`config.mk`:
```
export PLATFORM = sky130hd
export DESIGN_NAME = acif_alu
export DESIGN_NICKNAME = d
export VERILOG_FILES = /design/src/rtl/acif_pkg.sv /design/src/rtl/acif_alu.sv
export SDC_FILE = /design/constraint.sdc
export NUM_CORES = 1
export LEC_CHECK = 0
export BUFFER_PORTS_ARGS = -buffer_cell sky130_fd_sc_hd__buf_2
export CELL_PAD_IN_SITES_DETAIL_PLACEMENT = 2
export CELL_PAD_IN_SITES_GLOBAL_PLACEMENT = 2
export CORE_ASPECT_RATIO = 0.8
export CORE_MARGIN = 2
export CORE_UTILIZATION = 33
export DETAILED_ROUTE_END_ITERATION = 6
export PLACE_DENSITY_LB_ADDON = 0.1
export SYNTH_ARGS = -nofsm -noshare
export SYNTH_HDL_FRONTEND = slang
export SYNTH_SLANG_ARGS = --single-unit
```
`constraint.sdc`:
```
create_clock -name mclk -period 3.7 [get_ports mclk]
set_clock_uncertainty 0.2 [all_clocks]
set_input_delay 0.37 -clock mclk [delete_from_list [all_inputs] [get_ports mclk]]
set_output_delay 0.37 -clock mclk [all_outputs]
set_load 0.1 [all_outputs]
```
`src/rtl/acif_pkg.sv`:
```
// Package: operation codes, flag layout, register map and carriers of the flag datapath
//
// Functional notes
// RL1 - Accumulator-pair test subtracts second from first; sets N Z V C only.
// RL2 - Pair test: V on signed overflow, C on borrow, else cleared.
// RL3 - Clear-carry zeroes C only; clear-overflow zeroes V only.
// RL4 - Unmask-interrupt zeroes I, leaving H unchanged.
// RL5 - Zero-operand writes 00; Z set, N V C cleared, H I kept.
// RL6 - Acc-memory test subtracts memory from accumulator; sets N Z V C only.
// RL7 - Acc-memory test: C when memory exceeds accumulator unsigned, V on overflow.
// RL8 - Invert writes bitwise inverse; N Z from result, V cleared, C set.
// RL9 - Index test subtracts 16-bit memory word from index; sets N Z V C.
// RL10 - Index test: Z only when both byte differences are zero.
// RL11 - Index test: V from high-byte overflow, C when memory exceeds index.
// RL12 - BCD adjust adds 00/06/60/66 to first accumulator; C per table, N Z.
// RL13 - Minus-one subtracts one from operand; N Z V updated, C kept.
// RL14 - Minus-one: V exactly when operand was 80 hex.
// RL15 - Stack pointer decrement subtracts one; H untouched.
// RL16 - Index decrement subtracts one; only Z updated from sixteen bits.
// RL17 - XOR stores accumulator xor memory; N Z from result, V cleared, C kept.
// RL18 - Plus-one adds one to operand; N Z V updated, C kept.
// RL19 - Plus-one: V exactly when operand was 7F hex.
// RL20 - Stack pointer increment adds one; H untouched.
// RL21 - Index increment adds one; only Z updated from sixteen bits.
// RL22 - Eight-bit results: N copies bit 7, Z when all bits zero.
// RL23 - Flags an operation does not name keep their previous value.
package acif_pkg;

    // Operation codes
    typedef enum logic [4:0] {
        OP_ACC_PAIR_SUB_TEST = 5'h00,
        OP_CLEAR_CARRY       = 5'h01,
        OP_UNMASK_INTERRUPT  = 5'h02,
        OP_ZERO_OPERAND      = 5'h03,
        OP_CLEAR_OVERFLOW    = 5'h04,
        OP_ACC_MEM_SUB_TEST  = 5'h05,
        OP_INVERT_OPERAND    = 5'h06,
        OP_INDEX_SUB_TEST    = 5'h07,
        OP_BCD_ADJUST        = 5'h08,
        OP_MINUS_ONE         = 5'h09,
        OP_STACK_PTR_MINUS   = 5'h0a,
        OP_INDEX_MINUS       = 5'h0b,
        OP_XOR               = 5'h0c,
        OP_PLUS_ONE          = 5'h0d,
        OP_STACK_PTR_PLUS    = 5'h0e,
        OP_INDEX_PLUS        = 5'h0f
    } acif_op_t;

    // Flag positions inside the condition-code byte
    localparam int FLAG_C = 0;
    localparam int FLAG_V = 1;
    localparam int FLAG_Z = 2;
    localparam int FLAG_N = 3;
    localparam int FLAG_I = 4;
    localparam int FLAG_H = 5;
    localparam logic [7:0] CCR_MASK  = 8'h3f;
    localparam logic [7:0] CCR_RESET = 8'h10;

    // Register port map
    localparam logic [1:0] ADDR_CCR    = 2'h0;
    localparam logic [1:0] ADDR_RES8   = 2'h1;
    localparam logic [1:0] ADDR_RES_HI = 2'h2;
    localparam logic [1:0] ADDR_RES_LO = 2'h3;

    // Arithmetic constants
    localparam logic [7:0]  BYTE_ZERO  = 8'h00;
    localparam logic [7:0]  BYTE_ONE   = 8'h01;
    localparam logic [7:0]  BYTE_ONES  = 8'hff;
    localparam logic [7:0]  DEC_OVF    = 8'h80;
    localparam logic [7:0]  INC_OVF    = 8'h7f;
    localparam logic [15:0] WORD_ONE   = 16'h0001;
    localparam logic [15:0] WORD_ZERO  = 16'h0000;
    localparam logic [3:0]  BCD_NINE   = 4'h9;
    localparam logic [3:0]  BCD_EIGHT  = 4'h8;
    localparam logic [7:0]  ADJ_LO     = 8'h06;
    localparam logic [7:0]  ADJ_HI     = 8'h60;

    // Operand carrier from the core
    typedef struct packed {
        logic [7:0]  acc_a;    // First accumulator
        logic [7:0]  acc_b;    // Second accumulator
        logic [15:0] index;    // Index register
        logic [15:0] sp;       // Stack pointer
        logic [7:0]  mem8;     // Byte memory operand
        logic [15:0] mem16;    // Word memory operand, high byte first address
        logic        sel_b;    // Selected accumulator is the second one
        logic        use_mem;  // One-operand ops act on memory
    } acif_operands_t;

    // Result carrier to the core
    typedef struct packed {
        logic [7:0]  res8;     // Byte result
        logic [15:0] res16;    // Word result
        logic        wr_acc_a; // Write res8 to first accumulator
        logic        wr_acc_b; // Write res8 to second accumulator
        logic        wr_mem;   // Write res8 to memory operand
        logic        wr_index; // Write res16 to index register
        logic        wr_sp;    // Write res16 to stack pointer
        logic        done;     // Operation completed
    } acif_result_t;

    // Register port request
    typedef struct packed {
        logic [1:0] addr;      // Register address
        logic [7:0] wdata;     // Write data
        logic       wr;        // Write strobe
        logic       rd;        // Read strobe
    } acif_bus_req_t;

endpackage : acif_pkg

```
`src/rtl/acif_alu.sv`:
```
// Compare, clear, complement, BCD adjust, increment and decrement datapath with flags
//
// Our own choices: strobed register access and the address map.
module acif_alu (
    input  wire logic                    mclk,      // Core clock
    input  wire logic                    arst_n,    // Asynchronous reset, active low
    input  wire logic                    op_valid,  // Operation strobe
    input  wire acif_pkg::acif_op_t      op_code,   // Operation
    input  wire acif_pkg::acif_operands_t opnd,     // Operands
    input  wire acif_pkg::acif_bus_req_t bus,       // Register port request
    output logic [7:0]                   bus_rdata, // Read data, cycle after read
    output logic [7:0]                   ccr,       // Condition-code flags
    output acif_pkg::acif_result_t       result     // Result and write targets
);

    ////////////////////////////////////////////////////////////////////////
    // State
    typedef struct packed {
        logic [7:0]             ccr;
        logic [7:0]             rdata;
        acif_pkg::acif_result_t res;
    } acif_state_t;

    acif_state_t st;
    acif_state_t next_st;

    ////////////////////////////////////////////////////////////////////////
    // Subtract with borrow and signed overflow: {c, v, diff}
    function automatic logic [9:0] acif_sub8(input logic [7:0] a, input logic [7:0] b);
        logic [7:0] r;
        logic       v;
        logic       c;
        r = a - b;
        v = (a[7] & ~b[7] & ~r[7]) | (~a[7] & b[7] & r[7]);
        c = (~a[7] & b[7]) | (b[7] & r[7]) | (r[7] & ~a[7]);
        return {c, v, r};
    endfunction

    // Negative and zero from a byte result
    function automatic logic [1:0] acif_nz8(input logic [7:0] r);
        return {r[7], r == acif_pkg::BYTE_ZERO}; // [RL22]
    endfunction

    // Write targets of one-operand ops: first, second accumulator or memory
    function automatic logic [2:0] acif_tgt(input acif_pkg::acif_operands_t o);
        return {~o.use_mem & ~o.sel_b, ~o.use_mem & o.sel_b, o.use_mem};
    endfunction

    ////////////////////////////////////////////////////////////////////////
    // Next state
    always_comb begin
        logic [7:0]  f;
        logic [7:0]  src;
        logic [9:0]  sb;
        logic [7:0]  r;
        logic [15:0] w;
        logic [7:0]  lo_diff;
        logic [7:0]  hi_diff;
        logic        lo_borrow;
        logic [3:0]  hn;
        logic [3:0]  ln;
        logic        fix_lo;
        logic        fix_hi;
        logic [7:0]  adj;
        next_st = st;
        f = st.ccr;
        src = opnd.use_mem ? opnd.mem8 : (opnd.sel_b ? opnd.acc_b : opnd.acc_a);
        sb = 10'h000;
        r = 8'h00;
        w = 16'h0000;
        lo_diff = 8'h00;
        hi_diff = 8'h00;
        lo_borrow = 1'b0;
        hn = opnd.acc_a[7:4];
        ln = opnd.acc_a[3:0];
        fix_lo = 1'b0;
        fix_hi = 1'b0;
        adj = 8'h00;
        next_st.res.wr_acc_a = 1'b0;
        next_st.res.wr_acc_b = 1'b0;
        next_st.res.wr_mem = 1'b0;
        next_st.res.wr_index = 1'b0;
        next_st.res.wr_sp = 1'b0;
        next_st.res.done = 1'b0;
        next_st.rdata = 8'h00;

        // Register port read, answered next cycle; unmapped bits read zero
        if (bus.rd) begin
            unique case (bus.addr)
                acif_pkg::ADDR_CCR:    next_st.rdata = st.ccr & acif_pkg::CCR_MASK;
                acif_pkg::ADDR_RES8:   next_st.rdata = st.res.res8;
                acif_pkg::ADDR_RES_HI: next_st.rdata = st.res.res16[15:8];
                acif_pkg::ADDR_RES_LO: next_st.rdata = st.res.res16[7:0];
            endcase
        end
        // Software write to the flags; an operation in the same cycle overrides only the flags it writes
        if (bus.wr && bus.addr == acif_pkg::ADDR_CCR) begin
            f = bus.wdata & acif_pkg::CCR_MASK;
        end

        if (op_valid) begin
            next_st.res.done = 1'b1;
            unique case (op_code)
                acif_pkg::OP_ACC_PAIR_SUB_TEST: begin
                    sb = acif_sub8(opnd.acc_a, opnd.acc_b); // [RL1]
                    next_st.res.res8 = sb[7:0];
                    {f[acif_pkg::FLAG_N], f[acif_pkg::FLAG_Z]} = acif_nz8(sb[7:0]);
                    f[acif_pkg::FLAG_V] = sb[8]; // [RL2]
                    f[acif_pkg::FLAG_C] = sb[9]; // [RL2]
                end
                acif_pkg::OP_CLEAR_CARRY: begin
                    f[acif_pkg::FLAG_C] = 1'b0; // [RL3]
                end
                acif_pkg::OP_CLEAR_OVERFLOW: begin
                    f[acif_pkg::FLAG_V] = 1'b0; // [RL3]
                end
                acif_pkg::OP_UNMASK_INTERRUPT: begin
                    f[acif_pkg::FLAG_I] = 1'b0; // [RL4]
                end
                acif_pkg::OP_ZERO_OPERAND: begin
                    next_st.res.res8 = acif_pkg::BYTE_ZERO; // [RL5]
                    {next_st.res.wr_acc_a, next_st.res.wr_acc_b, next_st.res.wr_mem} = acif_tgt(opnd);
                    f[acif_pkg::FLAG_N] = 1'b0; // [RL5]
                    f[acif_pkg::FLAG_Z] = 1'b1; // [RL5]
                    f[acif_pkg::FLAG_V] = 1'b0; // [RL5]
                    f[acif_pkg::FLAG_C] = 1'b0; // [RL5]
                end
                acif_pkg::OP_ACC_MEM_SUB_TEST: begin
                    src = opnd.sel_b ? opnd.acc_b : opnd.acc_a;
                    sb = acif_sub8(src, opnd.mem8); // [RL6]
                    next_st.res.res8 = sb[7:0];
                    {f[acif_pkg::FLAG_N], f[acif_pkg::FLAG_Z]} = acif_nz8(sb[7:0]);
                    f[acif_pkg::FLAG_V] = sb[8]; // [RL7]
                    f[acif_pkg::FLAG_C] = sb[9]; // [RL7]
                end
                acif_pkg::OP_INVERT_OPERAND: begin
                    r = acif_pkg::BYTE_ONES ^ src; // [RL8]
                    next_st.res.res8 = r;
                    {next_st.res.wr_acc_a, next_st.res.wr_acc_b, next_st.res.wr_mem} = acif_tgt(opnd);
                    {f[acif_pkg::FLAG_N], f[acif_pkg::FLAG_Z]} = acif_nz8(r);
                    f[acif_pkg::FLAG_V] = 1'b0; // [RL8]
                    f[acif_pkg::FLAG_C] = 1'b1; // [RL8]
                end
                acif_pkg::OP_INDEX_SUB_TEST: begin
                    // Low byte first, its borrow feeds the high byte
                    lo_diff = opnd.index[7:0] - opnd.mem16[7:0]; // [RL9]
                    lo_borrow = opnd.index[7:0] < opnd.mem16[7:0];
                    hi_diff = opnd.index[15:8] - opnd.mem16[15:8] - {7'h00, lo_borrow};
                    w = {hi_diff, lo_diff};
                    next_st.res.res16 = w;
                    f[acif_pkg::FLAG_N] = w[15];
                    f[acif_pkg::FLAG_Z] = (hi_diff == acif_pkg::BYTE_ZERO)
                                        & (lo_diff == acif_pkg::BYTE_ZERO); // [RL10]
                    f[acif_pkg::FLAG_V] = (opnd.index[15] & ~opnd.mem16[15] & ~hi_diff[7])
                        | (~opnd.index[15] & opnd.mem16[15] & hi_diff[7]); // [RL11]
                    f[acif_pkg::FLAG_C] = opnd.mem16 > opnd.index; // [RL11]
                end
                acif_pkg::OP_BCD_ADJUST: begin
                    // Correction chosen from prior carry, half-carry and nibbles
                    fix_lo = f[acif_pkg::FLAG_H] | (ln > acif_pkg::BCD_NINE); // [RL12]
                    fix_hi = f[acif_pkg::FLAG_C] | (hn > acif_pkg::BCD_NINE)
                           | ((hn > acif_pkg::BCD_EIGHT) & (ln > acif_pkg::BCD_NINE));
                    adj = (fix_lo ? acif_pkg::ADJ_LO : acif_pkg::BYTE_ZERO)
                        | (fix_hi ? acif_pkg::ADJ_HI : acif_pkg::BYTE_ZERO);
                    r = opnd.acc_a + adj; // [RL12]
                    next_st.res.res8 = r;
                    next_st.res.wr_acc_a = 1'b1;
                    {f[acif_pkg::FLAG_N], f[acif_pkg::FLAG_Z]} = acif_nz8(r);
                    f[acif_pkg::FLAG_C] = fix_hi; // [RL12]
                end
                acif_pkg::OP_MINUS_ONE: begin
                    r = src - acif_pkg::BYTE_ONE; // [RL13]
                    next_st.res.res8 = r;
                    {next_st.res.wr_acc_a, next_st.res.wr_acc_b, next_st.res.wr_mem} = acif_tgt(opnd);
                    {f[acif_pkg::FLAG_N], f[acif_pkg::FLAG_Z]} = acif_nz8(r);
                    f[acif_pkg::FLAG_V] = src == acif_pkg::DEC_OVF; // [RL14]
                end
                acif_pkg::OP_PLUS_ONE: begin
                    r = src + acif_pkg::BYTE_ONE; // [RL18]
                    next_st.res.res8 = r;
                    {next_st.res.wr_acc_a, next_st.res.wr_acc_b, next_st.res.wr_mem} = acif_tgt(opnd);
                    {f[acif_pkg::FLAG_N], f[acif_pkg::FLAG_Z]} = acif_nz8(r);
                    f[acif_pkg::FLAG_V] = src == acif_pkg::INC_OVF; // [RL19]
                end
                acif_pkg::OP_STACK_PTR_MINUS: begin
                    next_st.res.res16 = opnd.sp - acif_pkg::WORD_ONE; // [RL15]
                    next_st.res.wr_sp = 1'b1;
                end
                acif_pkg::OP_STACK_PTR_PLUS: begin
                    next_st.res.res16 = opnd.sp + acif_pkg::WORD_ONE; // [RL20]
                    next_st.res.wr_sp = 1'b1;
                end
                acif_pkg::OP_INDEX_MINUS: begin
                    w = opnd.index - acif_pkg::WORD_ONE; // [RL16]
                    next_st.res.res16 = w;
                    next_st.res.wr_index = 1'b1;
                    f[acif_pkg::FLAG_Z] = w == acif_pkg::WORD_ZERO; // [RL16]
                end
                acif_pkg::OP_INDEX_PLUS: begin
                    w = opnd.index + acif_pkg::WORD_ONE; // [RL21]
                    next_st.res.res16 = w;
                    next_st.res.wr_index = 1'b1;
                    f[acif_pkg::FLAG_Z] = w == acif_pkg::WORD_ZERO; // [RL21]
                end
                acif_pkg::OP_XOR: begin
                    src = opnd.sel_b ? opnd.acc_b : opnd.acc_a;
                    r = src ^ opnd.mem8; // [RL17]
                    next_st.res.res8 = r;
                    next_st.res.wr_acc_a = ~opnd.sel_b;
                    next_st.res.wr_acc_b = opnd.sel_b;
                    {f[acif_pkg::FLAG_N], f[acif_pkg::FLAG_Z]} = acif_nz8(r);
                    f[acif_pkg::FLAG_V] = 1'b0; // [RL17]
                end
                default: begin
                    next_st.res.done = 1'b0;
                end
            endcase
        end
        // Untouched flags keep their value through every path above
        next_st.ccr = f; // [RL23]
    end

    ////////////////////////////////////////////////////////////////////////
    // State register
    always_ff @(posedge mclk or negedge arst_n) begin
        if (!arst_n) begin
            st <= '0;
            st.ccr <= acif_pkg::CCR_RESET;
        end else begin
            st <= next_st;
        end
    end

    // Outputs straight from the state
    assign bus_rdata = st.rdata;
    assign ccr = st.ccr;
    assign result = st.res;

endmodule : acif_alu // acif_alu

```
==> results of run 1 <==
cells in the final DEF (no fill, tap or decap), types with 6 or more instances in the layout:
cell                        count
sky130_fd_sc_hd__o22ai_1       11
sky130_fd_sc_hd__a21oi_1       56
sky130_fd_sc_hd__fa_1           9
sky130_fd_sc_hd__ha_1          77
sky130_fd_sc_hd__o21ai_0       45
sky130_fd_sc_hd__mux2i_1       25
sky130_fd_sc_hd__dfrtp_1       43
sky130_fd_sc_hd__or2_2          7
sky130_fd_sc_hd__nand3_1       27
sky130_fd_sc_hd__inv_1         81
sky130_fd_sc_hd__xor2_1        14
sky130_fd_sc_hd__a21o_1         8
sky130_fd_sc_hd__nor2b_1       18
sky130_fd_sc_hd__mux4_2         6
sky130_fd_sc_hd__buf_2        134
sky130_fd_sc_hd__a31oi_1       17
sky130_fd_sc_hd__nor4_1        15
sky130_fd_sc_hd__a211oi_1      11
sky130_fd_sc_hd__and2_1        17
sky130_fd_sc_hd__xnor2_1       27
sky130_fd_sc_hd__nor3b_1        7
sky130_fd_sc_hd__o21a_1        21
sky130_fd_sc_hd__o2111ai_1      7
sky130_fd_sc_hd__mux2_2        17
sky130_fd_sc_hd__nand4_1       17
sky130_fd_sc_hd__o21bai_1       6
sky130_fd_sc_hd__a22oi_1        7
sky130_fd_sc_hd__nand2b_1      14
sky130_fd_sc_hd__or3_1          6
sky130_fd_sc_hd__and3_1        14
sky130_fd_sc_hd__buf_4        108
sky130_fd_sc_hd__nor2_1        68
sky130_fd_sc_hd__o211ai_1      17
sky130_fd_sc_hd__nor3_1        42
sky130_fd_sc_hd__nand2_1       61
cell families (layout without fill, tap and decap cells):
family	after synthesis	count (layout)	share of synthesized area
XOR/XNOR	44	44	0.0502
multiplexers	52	52	0.0836
adder cells (fa/ha/maj)	92	92	0.162
AO/OA/AOI/OAI	273	273	0.240
buffers and inverters	138	337	0.0766
AND/OR/NAND/NOR	349	349	0.244
flip-flops	44	44	0.144
other	1	2	0.000488
how the worst max path moves through the flow:
stage | startpoint | end | depth (start not counted)
final | opnd[42] | ccr[2] | 22
after global routing | opnd[42] | ccr[2] | 22
after CTS | opnd[42] | ccr[2] | 22
after detailed placement | opnd[42] | ccr[2] | 22
after global placement | opnd[42] | ccr[2] | 22
after floorplan | opnd[42] | ccr[2] | 22
synthesized netlist by cell type (all sizes together) (7+ instances only):
cell type	count
dfrtp	43
a21oi	57
nand2	62
a21o	8
nor4	17
nor2b	19
nand2b	14
and3	15
or3	7
o2111ai	8
mux2	18
o211ai	17
nor3b	8
xnor2	28
o21ai	52
fa	12
nor2	69
nand3	27
o22ai	11
inv	85
nand4	19
or2	8
o21a	21
xor2	16
ha	80
and2	17
a31oi	18
a22oi	7
clkbuf	27
nor3	43
a211oi	13
buf	26
mux2i	28
report_power, final:
part           total (mW)  internal [mW]  leakage (nW)  switching, mW
Combinational        2.41          0.712          3.71           1.70
Sequential          0.717          0.588         0.540          0.129
Clock               0.445          0.246        0.0657          0.199
Total                3.57           1.55          4.32           2.03
registers in the layout, indices dropped and copies added, names as in the netlist:
register / count
result: 30
bus_rdata: 8
ccr: 6
through the flow:
stage | hold slack, ns | utilization
after floorplan | -0.126 | -
after global placement | 0.290 | 0.411
after detailed placement | 0.310 | 0.411
after CTS | 0.105 | 0.420
after global routing | 0.141 | 0.426
final | 0.0718 | 0.426
area by class of cell:
class / instances / area (sq um) / area share
clock buffer: 5 / 125 / 0.0130
clock inverter: 2 / 12.5 / 0.00130
inverter: 85 / 322 / 0.0333
multi-input combinational: 812 / 6190 / 0.641
sequential: 44 / 1100 / 0.114
tap: 306 / 383 / 0.0396
timing repair buffer: 245 / 1530 / 0.158
repair_timing:
item / in CTS / in global routing
cloned: 0 / 0
buffers inserted: 1 / 3
setup endpoints to repair: 6 / 10
hold endpoints to repair: 0 / 0
resized for setup: 15 / 23
pin swaps: 19 / 6
routing by layer:
metal  vias to the layer above  wire, um  track usage
met1                      4394     18100        0.444
met3                        28      2660       0.0554
met2                       290     15300        0.433
met4                         0       331       0.0303
li1                       4038         -            -
met5                         -         0            0
==> out/summary.json, run 1 <==
{
  "status": {"value": "finished with violations"},
  "failed_checks": {"value": "negative setup slack"},
  "ys_ff_latch": {"value": 44},
  "rows": {"value": 49},
  "clock-root-buffer": {"value": "sky130_fd_sc_hd__clkbuf_16"},
  "cp_data_required_time": {"value": 3.71, "unit": "ns"},
  "post-dp-hpwl": {"value": 30.1, "unit": "mm"},
  "design_area": {"value": 9660, "unit": "sq um"},
  "via_per_inst": {"value": 5.84},
  "start_kind": {"value": "primary input"},
  "dominantRegCellSynth": {"value": "sky130_fd_sc_hd__dfrtp_1"},
  "final_setup_violation_count": {"value": 7},
  "final_net_count": {"value": 1379},
  "place.port_buffers": {"value": 135},
  "max_slew_margin": {"value": 0.303},
  "synth_cells": {"value": 993},
  "top_level_ports": {"value": 140},
  "ant_nets": {"value": 0},
  "cts_hold_buf": {"value": 0},
  "max_cap_viol_count": {"value": 0},
  "path_common_cell": {"value": "sky130_fd_sc_hd__fa_2"},
  "setup_ws": {"value": -0.820, "unit": "ns"},
  "cts_htree_levels": {"value": 2},
  "cells_on_worst_reg2reg_path": {"value": 12},
  "place_worst_setup_slack": {"value": -1.35, "unit": "ns"},
  "postPlaceCellArea": {"value": 9310, "unit": "sq um"},
  "synth_edf_count": {"value": 0},
  "numCtsBuffers": {"value": 5},
  "clock.fmax": {"value": 221, "unit": "MHz"},
  "drt-total-wl": {"value": 36.4, "unit": "mm"},
  "clkLatencyLatePin": {"value": 0.29, "unit": "ns"},
  "arrival": {"value": 4.53, "unit": "ns"},
  "synth.top_cell.area_share": {"value": 0.140},
  "timing_max_transition_violations_final": {"value": 0},
  "detail_route.wl_per_cell": {"value": 24.3, "unit": "um"},
  "first_iter_violations": {"value": 629},
  "total_leakage_power": {"value": 4.32, "unit": "nW"},
  "synth.cell_area": {"value": 7680, "unit": "sq um"},
  "via_count_of_the_first_global_routing_pass": {"value": 9094},
  "worst-slew-pin-transition": {"value": 1.05, "unit": "ns"},
  "drt_first_pass_iters": {"value": 7},
  "setup.worst_path.end_class": {"value": "flop"},
  "sequential_area_share_after_synthesis": {"value": 0.144},
  "vdd_drop_max": {"value": 0.173, "unit": "mV"},
  "dieArea": {"value": 24500, "unit": "sq um"},
  "syn_area_per_cell": {"value": 7.73, "unit": "sq um"},
  "grt_max_degree": {"value": 45},
  "yosys.area.top_type": {"value": "sky130_fd_sc_hd__dfrtp_1"},
  "holdCritPathClass": {"value": "in -> async"},
  "finish.cell_count_without_fillers": {"value": 1499},
  "area_growth": {"value": 25.8, "unit": "%"},
  "grt_pass1_wl": {"value": 55.4, "unit": "mm"},
  "ffs_w_async_s_r_synth": {"value": 1.00},
  "crit_family": {"value": "adder cells"},
  "drcViolationCount": {"value": 0},
  "tritoncts_sink_count": {"value": 44},
  "power.density_cell_area": {"value": 370, "unit": "nW/um^2"},
  "drive_gt1_frac": {"value": 0.281},
  "fill_cell_instance_count_of_the_final_layout": {"value": 2688},
  "cts.clk_slew.worst_paths": {"value": 0.06, "unit": "ns"},
  "reg2reg_setup_slack": {"value": 0.21, "unit": "ns"},
  "cts_tree": {"value": "built"},
  "floorplan.core_area": {"value": 22700, "unit": "sq um"},
  "gr-total-overflow": {"value": 0},
  "grt_usage": {"value": 0.290},
  "critPathBufInv": {"value": 4},
  "cts_buffer_depth": {"value": 2},
  "report.power.total": {"value": 3.57, "unit": "mW"},
  "synth.lib_cells_used.distinct": {"value": 84},
  "timing_worst_setup_path_type": {"value": "in -> reg"},
  "fp.dieH": {"value": 140, "unit": "um"},
  "numPlacedInstances": {"value": 1488},
  "slowest_stage": {"value": "sky130_fd_sc_hd__fa_2"},
  "setup-tns-final": {"value": -2.55, "unit": "ns"},
  "timing.final.crit_period": {"value": 4.52, "unit": "ns"},
  "place_congestion": {"value": 0.885},
  "ys_warn_count": {"value": 0},
  "crit-reg2reg-launch": {"value": "ccr[0]"},
  "n_antenna_cell": {"value": 0},
  "rsz0062_at_grt": {"value": "yes"},
  "timing.final.hold_violations": {"value": 0},
  "fp.dieW": {"value": 175, "unit": "um"},
  "critical_path_peak_fanout": {"value": 2},
  "starting_density_of_the_core": {"value": 0.338},
  "timing.critical_path.cells": {"value": "buf_8 > inv_4 > ha_4 > inv_2 > fa_2 > a211o_1 > nand2_1 > nor2_2 > nor2_1 > nand2_1 > fa_2 > inv_2 > ha_4 > or2_4 > fa_2 > or3b_4 > nor4_4 > o2111ai_2 > nor4_2 > o2111a_1 > a2111oi_2 > a31oi_1"},
  "min_period_over_period": {"value": 1.22},
  "synthTopCellsByArea": {"value": "sky130_fd_sc_hd__dfrtp_1 14%, sky130_fd_sc_hd__ha_1 13%, sky130_fd_sc_hd__inv_1 4.1%"},
  "grt_antenna_before_repair": {"value": 2},
  "cpPeakStageDelay": {"value": 0.61, "unit": "ns"},
  "crit-reg2reg-capture": {"value": "ccr[2]"},
  "dr_total_vias": {"value": 8750}
}
Note: power is estimated with default switching activity, not from simulation.
==> run 2: changes to the inputs <==
- ABC_AREA: not set -> 1
- CORE_UTILIZATION: 33 -> 30
- HOLD_SLACK_MARGIN: not set -> 0.08
==> run 2 against run 1 <==
  * The flow still finishes with violations (negative setup slack)
  * Utilization shrank 5.2 points
  * Largest power group unchanged
  * Sequential power shrank 1%
  * Critical endpoint unchanged
  * First-iteration DRC count shrank 4.8%
  * Hold slack lost 0.00067 ns
  * Fmax grew 18%
  * Clock-buffer cell count is the same
  * Cell count grew 15%
  * Power shrank 6.2%
  * Via count grew 4.3%
==> out/summary.json, run 2 <==
{
  "status": {"value": "finished with violations", "change": "unchanged"},
  "failed_checks": {"value": "negative setup slack", "change": "unchanged"},
  "synth.cell_area": {"value": 7470, "unit": "sq um", "change": "was 7680 sq um"},
  "grt_max_degree": {"value": 45, "change": "unchanged"},
  "via_per_inst": {"value": 5.29, "change": "was 5.84"},
  "starting_density_of_the_core": {"value": 0.306, "change": "was 0.338"},
  "arrival": {"value": 3.81, "unit": "ns", "change": "was 4.53 ns"},
  "setup_ws": {"value": -0.132, "unit": "ns", "change": "was -0.820 ns"},
  "synth.lib_cells_used.distinct": {"value": 55, "change": "was 84"},
  "worst-slew-pin-transition": {"value": 1.04, "unit": "ns", "change": "was 1.05 ns"},
  "post_synth_fa_ha_maj_area_fraction": {"value": 0.166, "change": "was 0.162"},
  "timing.final.hold_violations": {"value": 0, "change": "unchanged"},
  "holdCritPathClass": {"value": "in -> async", "change": "unchanged"},
  "drive_gt1_frac": {"value": 0.192, "change": "was 0.281"},
  "drt_first_pass_iters": {"value": 4, "change": "was 7"},
  "tritoncts_sink_count": {"value": 44, "change": "unchanged"},
  "dr_total_vias": {"value": 9122, "change": "was 8750"},
  "numCtsBuffers": {"value": 5, "change": "unchanged"},
  "yosys.area.top_type": {"value": "sky130_fd_sc_hd__nand2_1", "change": "was sky130_fd_sc_hd__dfrtp_1"},
  "ys_warn_count": {"value": 0, "change": "unchanged"},
  "area_growth": {"value": 22.1, "unit": "%", "change": "was 25.8%"},
  "detail_route.wl_per_cell": {"value": 20.7, "unit": "um", "change": "was 24.3 um"},
  "largest_register_ffs": {"value": 30, "change": "unchanged"},
  "cts_hold_buf": {"value": 0, "change": "unchanged"},
  "timing_max_transition_violations_final": {"value": 0, "change": "unchanged"},
  "max_slew_margin": {"value": 0.303, "change": "about the same"},
  "layout.cells.most_common": {"value": "sky130_fd_sc_hd__nand2_1", "change": "was sky130_fd_sc_hd__buf_2"},
  "place_congestion": {"value": 0.894, "change": "was 0.885"},
  "cts.clk_slew.worst_paths": {"value": 0.06, "unit": "ns", "change": "about the same"},
  "synth_top_family_by_area": {"value": "simple AND/OR/NAND/NOR gates", "change": "unchanged"},
  "grt_antenna_before_repair": {"value": 3, "change": "was 2"},
  "netlist_top_cells_count": {"value": "346 x sky130_fd_sc_hd__nand2_1, 171 x sky130_fd_sc_hd__inv_1, 126 x sky130_fd_sc_hd__nor2_1", "change": "was 84 x sky130_fd_sc_hd__inv_1, 80 x sky130_fd_sc_hd__ha_1, 69 x sky130_fd_sc_hd__nor2_1"},
  "synth_cells": {"value": 1219, "change": "was 993"},
  "floorplan.core_area": {"value": 24400, "unit": "sq um", "change": "was 22700 sq um"},
  "fp.dieH": {"value": 145, "unit": "um", "change": "was 140 um"},
  "clock-root-buffer": {"value": "sky130_fd_sc_hd__clkbuf_16", "change": "unchanged"},
  "start_kind": {"value": "primary input", "change": "unchanged"},
  "final_cell_mix": {"value": "344 x sky130_fd_sc_hd__nand2_1, 168 x sky130_fd_sc_hd__inv_1, 134 x sky130_fd_sc_hd__buf_2", "change": "was 134 x sky130_fd_sc_hd__buf_2, 108 x sky130_fd_sc_hd__buf_4, 81 x sky130_fd_sc_hd__inv_1"},
  "rsz0062_at_grt": {"value": "yes", "change": "unchanged"},
  "dominantRegCellSynth": {"value": "sky130_fd_sc_hd__dfrtp_1", "change": "unchanged"},
  "post-dp-hpwl": {"value": 31.1, "unit": "mm", "change": "was 30.1 mm"},
  "timing.final.crit_period": {"value": 3.83, "unit": "ns", "change": "was 4.52 ns"},
  "gr-total-overflow": {"value": 0, "change": "unchanged"},
  "holdWs": {"value": 0.0711, "unit": "ns", "change": "was 0.0718 ns"},
  "grt_pass1_wl": {"value": 56.0, "unit": "mm", "change": "was 55.4 mm"},
  "vdd_drop_max": {"value": 0.275, "unit": "mV", "change": "was 0.173 mV"},
  "syn_area_per_cell": {"value": 6.13, "unit": "sq um", "change": "was 7.73 sq um"},
  "clkLatencyLatePin": {"value": 0.29, "unit": "ns", "change": "about the same"},
  "dieArea": {"value": 26200, "unit": "sq um", "change": "was 24500 sq um"},
  "most_common_cell_in_the_netlist": {"value": "sky130_fd_sc_hd__nand2_1", "change": "was sky130_fd_sc_hd__inv_1"},
  "ys_ff_latch": {"value": 44, "change": "unchanged"},
  "total_leakage_power": {"value": 4.89, "unit": "nW", "change": "was 4.32 nW"},
  "top_level_ports": {"value": 140, "change": "unchanged"},
  "cp_data_required_time": {"value": 3.68, "unit": "ns", "change": "was 3.71 ns"},
  "xor_and_xnor_fraction_of_the_mapped_netlist_area": {"value": 0.0434, "change": "was 0.0502"},
  "power.density_cell_area": {"value": 368, "unit": "nW/um^2", "change": "was 370 nW/um^2"},
  "grt_usage": {"value": 0.271, "change": "was 0.290"},
  "drt-total-wl": {"value": 35.8, "unit": "mm", "change": "was 36.4 mm"},
  "final_setup_violation_count": {"value": 1, "change": "was 7"},
  "synth.top_cell.area_share": {"value": 0.174, "change": "was 0.140"},
  "cts_htree_levels": {"value": 2, "change": "unchanged"},
  "report.power.total": {"value": 3.35, "unit": "mW", "change": "was 3.57 mW"},
  "cts_tree": {"value": "built", "change": "unchanged"},
  "drcViolationCount": {"value": 0, "change": "unchanged"},
  "reg2reg_setup_slack": {"value": 0.75, "unit": "ns", "change": "was 0.21 ns"},
  "synth_simple_gate_area_frac": {"value": 0.387, "change": "was 0.244"},
  "final_net_count": {"value": 1589, "change": "was 1379"},
  "final_util": {"value": 0.374, "change": "was 0.426"},
  "min_period_over_period": {"value": 1.04, "change": "was 1.22"},
  "critical_path_peak_fanout": {"value": 3, "change": "was 2"},
  "timing_worst_setup_path_type": {"value": "in -> reg", "change": "unchanged"},
  "max_cap_viol_count": {"value": 0, "change": "unchanged"},
  "setup.worst_path.end_class": {"value": "flop", "change": "unchanged"},
  "sequential_area_share_after_synthesis": {"value": 0.148, "change": "was 0.144"},
  "ant_nets": {"value": 0, "change": "unchanged"},
  "clock.fmax": {"value": 261, "unit": "MHz", "change": "was 221 MHz"},
  "via_count_of_the_first_global_routing_pass": {"value": 9393, "change": "was 9094"},
  "compound_gate_fraction_of_synth_area": {"value": 0.146, "change": "was 0.240"},
  "rows": {"value": 51, "change": "was 49"},
  "place.port_buffers": {"value": 135, "change": "unchanged"},
  "ffs_w_async_s_r_synth": {"value": 1.00, "change": "unchanged"},
  "cts_buffer_depth": {"value": 2, "change": "unchanged"},
  "synth_edf_count": {"value": 0, "change": "unchanged"},
  "synthMuxAreaShare": {"value": 0.00302, "change": "was 0.0836"},
  "first_iter_violations": {"value": 599, "change": "was 629"},
  "synthTopCellsByArea": {"value": "sky130_fd_sc_hd__nand2_1 17%, sky130_fd_sc_hd__dfrtp_1 14%, sky130_fd_sc_hd__ha_1 13%", "change": "was sky130_fd_sc_hd__dfrtp_1 14%, sky130_fd_sc_hd__ha_1 13%, sky130_fd_sc_hd__inv_1 4.1%"},
  "fp.dieW": {"value": 180, "unit": "um", "change": "was 175 um"}
}
==> run 2: final timing paths <==
check | end | from | cells past startpoint
hold reg to reg | result[18] | result[18] | 2
hold / removal | result[10] | arst_n | 1
min in group mclk | bus_rdata[6] | bus[0] | 3
setup reg to reg | result[27] | ccr[5] | 13
setup / recovery | ccr[2] | opnd[42] | 25
max in group asynchronous | result[23] | arst_n | 1
==> run 2: timing repair <==
action | in CTS | in global routing
gates resized for setup | 9 | 5
endpoints found under the setup margin | 2 | 3
pin swaps | 14 | 1
buffers inserted | 1 | 1
==> run 2: cell type report <==
class | instances | area (sq um)
diodes | 3 | 7.51
clock buffers | 5 | 125
clock inverters | 2 | 12.5
fillers | 3146 | 15300
inverters | 183 | 694
multi-input cells | 974 | 5640
flip-flops and latches | 44 | 1100
well taps | 318 | 398
repair buffers | 195 | 1140
==> run 2: logic make-up (layout without fill, tap and decap cells) <==
group           after synthesis  in the layout
other cells                   1              5
fa+ha+maj                    92             92
buf+inv                     202            385
compound gates              180            180
mux                           2              2
flops                        44             44
simple gates                661            661
xor+xnor                     37             37
==> run 2: worst max-delay path: stages <==
cell                      delay, ns
sky130_fd_sc_hd__buf_8         0.10
sky130_fd_sc_hd__inv_8         0.04
sky130_fd_sc_hd__ha_4          0.11
sky130_fd_sc_hd__inv_2         0.04
sky130_fd_sc_hd__fa_2          0.36
sky130_fd_sc_hd__nand3_2       0.10
sky130_fd_sc_hd__nand2_4       0.07
sky130_fd_sc_hd__a21oi_2       0.14
sky130_fd_sc_hd__o21ai_2       0.09
sky130_fd_sc_hd__fa_1          0.56
sky130_fd_sc_hd__inv_1         0.05
sky130_fd_sc_hd__ha_2          0.17
sky130_fd_sc_hd__or2_4         0.22
sky130_fd_sc_hd__fa_2          0.37
sky130_fd_sc_hd__inv_2         0.07
sky130_fd_sc_hd__nand2_2       0.05
sky130_fd_sc_hd__a21oi_2       0.13
sky130_fd_sc_hd__xor2_1        0.23
sky130_fd_sc_hd__nor2_1        0.08
sky130_fd_sc_hd__nand2_1       0.09
sky130_fd_sc_hd__nor2_1        0.05
sky130_fd_sc_hd__nand3_1       0.08
sky130_fd_sc_hd__nand3_1       0.08
sky130_fd_sc_hd__nor2_1        0.12
sky130_fd_sc_hd__nor2_1        0.04
==> run 2: where the power goes <==
group          internal (mW)  switching (mW)
sequential             0.591           0.116
clock                  0.246           0.195
combinational          0.532            1.67
total                   1.37            1.98
==> run 2: metrics by stage <==
step,cells,cell area [sq um],setup slack [ns],TNS (ns)
2_1_floorplan,1220,7530,-0.182,-0.182
3_3_place_gp,1712,8910,-0.471,-1.08
3_5_place_dp,1712,8910,-0.555,-1.63
4_1_cts,1720,9090,-0.0768,-0.0768
5_1_grt,1722,9110,-0.322,-0.421
6_report,1724,9120,-0.132,-0.132
==> run 2: layer usage <==
metal / global-route usage / share of wire
met2: 0.385 / 0.40
met3: 0.0429 / 0.063
met1: 0.438 / 0.54
met5: 0 / 0
met4: 0.0218 / 0.0051
==> run 3: changes to the inputs <==
- SKIP_CTS_REPAIR_TIMING: not set -> 1
==> run 3 against run 2 <==
  * The run still ends with negative setup slack left
  * Sequential power hardly changed
  * Critical endpoint unchanged
  * Critical path depth stayed put
  * Critical path type unchanged
  * Hold slack worse by 0.0056 ns
  * Highest routed layer unchanged
==> out/summary.json, run 3 (same netlist as run 2, synthesis figures left out) <==
{
  "status": {"value": "finished with violations", "change": "unchanged"},
  "failed_checks": {"value": "negative setup slack", "change": "unchanged"},
  "via_count_of_the_first_global_routing_pass": {"value": 9361, "change": "was 9393"},
  "place_congestion": {"value": 0.894, "change": "unchanged"},
  "tritoncts_sink_count": {"value": 44, "change": "unchanged"},
  "layout.cells.most_common": {"value": "sky130_fd_sc_hd__nand2_1", "change": "unchanged"},
  "clock.fmax": {"value": 261, "unit": "MHz", "change": "about the same"},
  "cts_htree_levels": {"value": 2, "change": "unchanged"},
  "fill_cell_instance_count_of_the_final_layout": {"value": 3143, "change": "was 3146"},
  "setup_ws": {"value": -0.129, "unit": "ns", "change": "was -0.132 ns"},
  "post-dp-hpwl": {"value": 31.1, "unit": "mm", "change": "unchanged"},
  "final_net_count": {"value": 1589, "change": "unchanged"},
  "detail_route.wl_per_cell": {"value": 20.8, "unit": "um", "change": "was 20.7 um"},
  "first_iter_violations": {"value": 536, "change": "was 599"},
  "start_kind": {"value": "primary input", "change": "unchanged"},
  "min_period_over_period": {"value": 1.03, "change": "was 1.04"},
  "postPlaceCellArea": {"value": 8910, "unit": "sq um", "change": "unchanged"},
  "cp_data_required_time": {"value": 3.68, "unit": "ns", "change": "about the same"},
  "total_leakage_power": {"value": 4.90, "unit": "nW", "change": "was 4.89 nW"},
  "cpPeakStageDelay": {"value": 0.56, "unit": "ns", "change": "about the same"},
  "crit_family": {"value": "adder cells", "change": "unchanged"},
  "drt_first_pass_iters": {"value": 5, "change": "was 4"},
  "fp.dieW": {"value": 180, "unit": "um", "change": "unchanged"},
  "largest_register_ffs": {"value": 30, "change": "unchanged"},
  "gr-total-overflow": {"value": 0, "change": "unchanged"},
  "starting_density_of_the_core": {"value": 0.306, "change": "unchanged"},
  "numCtsBuffers": {"value": 5, "change": "unchanged"},
  "place_worst_setup_slack": {"value": -0.555, "unit": "ns", "change": "unchanged"},
  "top_level_ports": {"value": 140, "change": "unchanged"},
  "final_cell_mix": {"value": "344 x sky130_fd_sc_hd__nand2_1, 168 x sky130_fd_sc_hd__inv_1, 134 x sky130_fd_sc_hd__buf_2", "change": "unchanged"},
  "dieArea": {"value": 26200, "unit": "sq um", "change": "unchanged"},
  "max_slew_margin": {"value": 0.314, "change": "was 0.303"},
  "path_common_cell": {"value": "sky130_fd_sc_hd__nor2_1", "change": "unchanged"},
  "cts_tree": {"value": "built", "change": "unchanged"},
  "place.port_buffers": {"value": 135, "change": "unchanged"},
  "timing_max_transition_violations_final": {"value": 0, "change": "unchanged"},
  "vdd_drop_max": {"value": 0.275, "unit": "mV", "change": "about the same"},
  "max_cap_viol_count": {"value": 0, "change": "unchanged"},
  "clock-root-buffer": {"value": "sky130_fd_sc_hd__clkbuf_16", "change": "unchanged"},
  "critical_path_peak_fanout": {"value": 3, "change": "unchanged"},
  "grt_usage": {"value": 0.271, "change": "about the same"},
  "clkLatencyLatePin": {"value": 0.28, "unit": "ns", "change": "was 0.29 ns"},
  "area_growth": {"value": 22.3, "unit": "%", "change": "was 22.1%"},
  "drive_gt1_frac": {"value": 0.193, "change": "was 0.192"},
  "slowest_stage": {"value": "sky130_fd_sc_hd__fa_1", "change": "unchanged"},
  "grt_pass1_wl": {"value": 55.9, "unit": "mm", "change": "was 56.0 mm"},
  "grt_antenna_before_repair": {"value": 3, "change": "unchanged"},
  "timing.final.crit_period": {"value": 3.83, "unit": "ns", "change": "about the same"},
  "timing.final.hold_violations": {"value": 0, "change": "unchanged"},
  "holdWs": {"value": 0.0656, "unit": "ns", "change": "was 0.0711 ns"},
  "cts.clk_slew.worst_paths": {"value": 0.06, "unit": "ns", "change": "about the same"},
  "floorplan.core_area": {"value": 24400, "unit": "sq um", "change": "unchanged"},
  "final_setup_violation_count": {"value": 1, "change": "unchanged"},
  "ant_nets": {"value": 0, "change": "unchanged"},
  "timing_worst_setup_path_type": {"value": "in -> reg", "change": "unchanged"},
  "via_per_inst": {"value": 5.29, "change": "about the same"},
  "design_area": {"value": 9130, "unit": "sq um", "change": "was 9120 sq um"},
  "rsz0062_at_grt": {"value": "yes", "change": "unchanged"},
  "drcViolationCount": {"value": 0, "change": "unchanged"},
  "critPathBufInv": {"value": 5, "change": "unchanged"},
  "cts_buffer_depth": {"value": 2, "change": "unchanged"},
  "grt_max_degree": {"value": 45, "change": "unchanged"},
  "arrival": {"value": 3.81, "unit": "ns", "change": "about the same"},
  "rows": {"value": 51, "change": "unchanged"},
  "holdCritPathClass": {"value": "in -> async", "change": "unchanged"},
  "drt-total-wl": {"value": 35.8, "unit": "mm", "change": "about the same"},
  "setup.worst_path.end_class": {"value": "flop", "change": "unchanged"},
  "worst-slew-pin-transition": {"value": 1.03, "unit": "ns", "change": "was 1.04 ns"},
  "dr_total_vias": {"value": 9125, "change": "was 9122"},
  "power.density_cell_area": {"value": 368, "unit": "nW/um^2", "change": "about the same"},
  "fp.dieH": {"value": 145, "unit": "um", "change": "unchanged"}
}
==> run 3: layer usage <==
metal	vias up	wire, um	track usage
li1	4356	-	-
met1	4540	19200	0.439
met2	219	14200	0.382
met3	10	2230	0.0402
met4	0	176	0.0214
met5	-	0	0
==> run 3: cell type report <==
type	instances	area, sq um	area share
Clock buffer	5	125	0.0137
Timing Repair Buffer	195	1140	0.124
Tap cell	318	398	0.0436
Clock inverter	2	12.5	0.00137
Multi-Input combinational cell	974	5650	0.619
Sequential cell	44	1100	0.121
Inverter	183	702	0.0768
Antenna cell	3	7.51	0.000822
==> run 3: path summary, 6_finish.rpt <==
path | slack, ns | to | startpoint | cells past startpoint
worst max-delay path | -0.13 | ccr[2] | opnd[42] | 25
worst min-delay path | 0.07 | result[10] | arst_n | 1
worst max register to register | 0.77 | result[28] | ccr[5] | 15
worst min register to register | 0.33 | result[18] | result[18] | 2
max in group asynchronous | 2.60 | result[23] | arst_n | 1
min in group mclk | 0.13 | bus_rdata[6] | bus[0] | 3
==> run 3: power breakdown <==
group	internal (mW)	total, mW	switching (mW)
Sequential	0.591	0.708	0.117
Combinational	0.536	2.21	1.67
Clock	0.246	0.441	0.195
Total	1.37	3.36	1.99
==> run 3: stage by stage <==
stage / instances / TNS [ns] / power (mW) / utilization
6_report: 1724 / -0.129 / 3.36 / 0.375
5_1_grt: 1722 / -0.397 / 3.55 / 0.375
4_1_cts: 1719 / -0.343 / 3.33 / 0.371
3_5_place_dp: 1712 / -1.63 / 2.88 / 0.366
3_3_place_gp: 1712 / -1.08 / 2.83 / 0.366
2_1_floorplan: 1220 / -0.182 / 2.22 / -
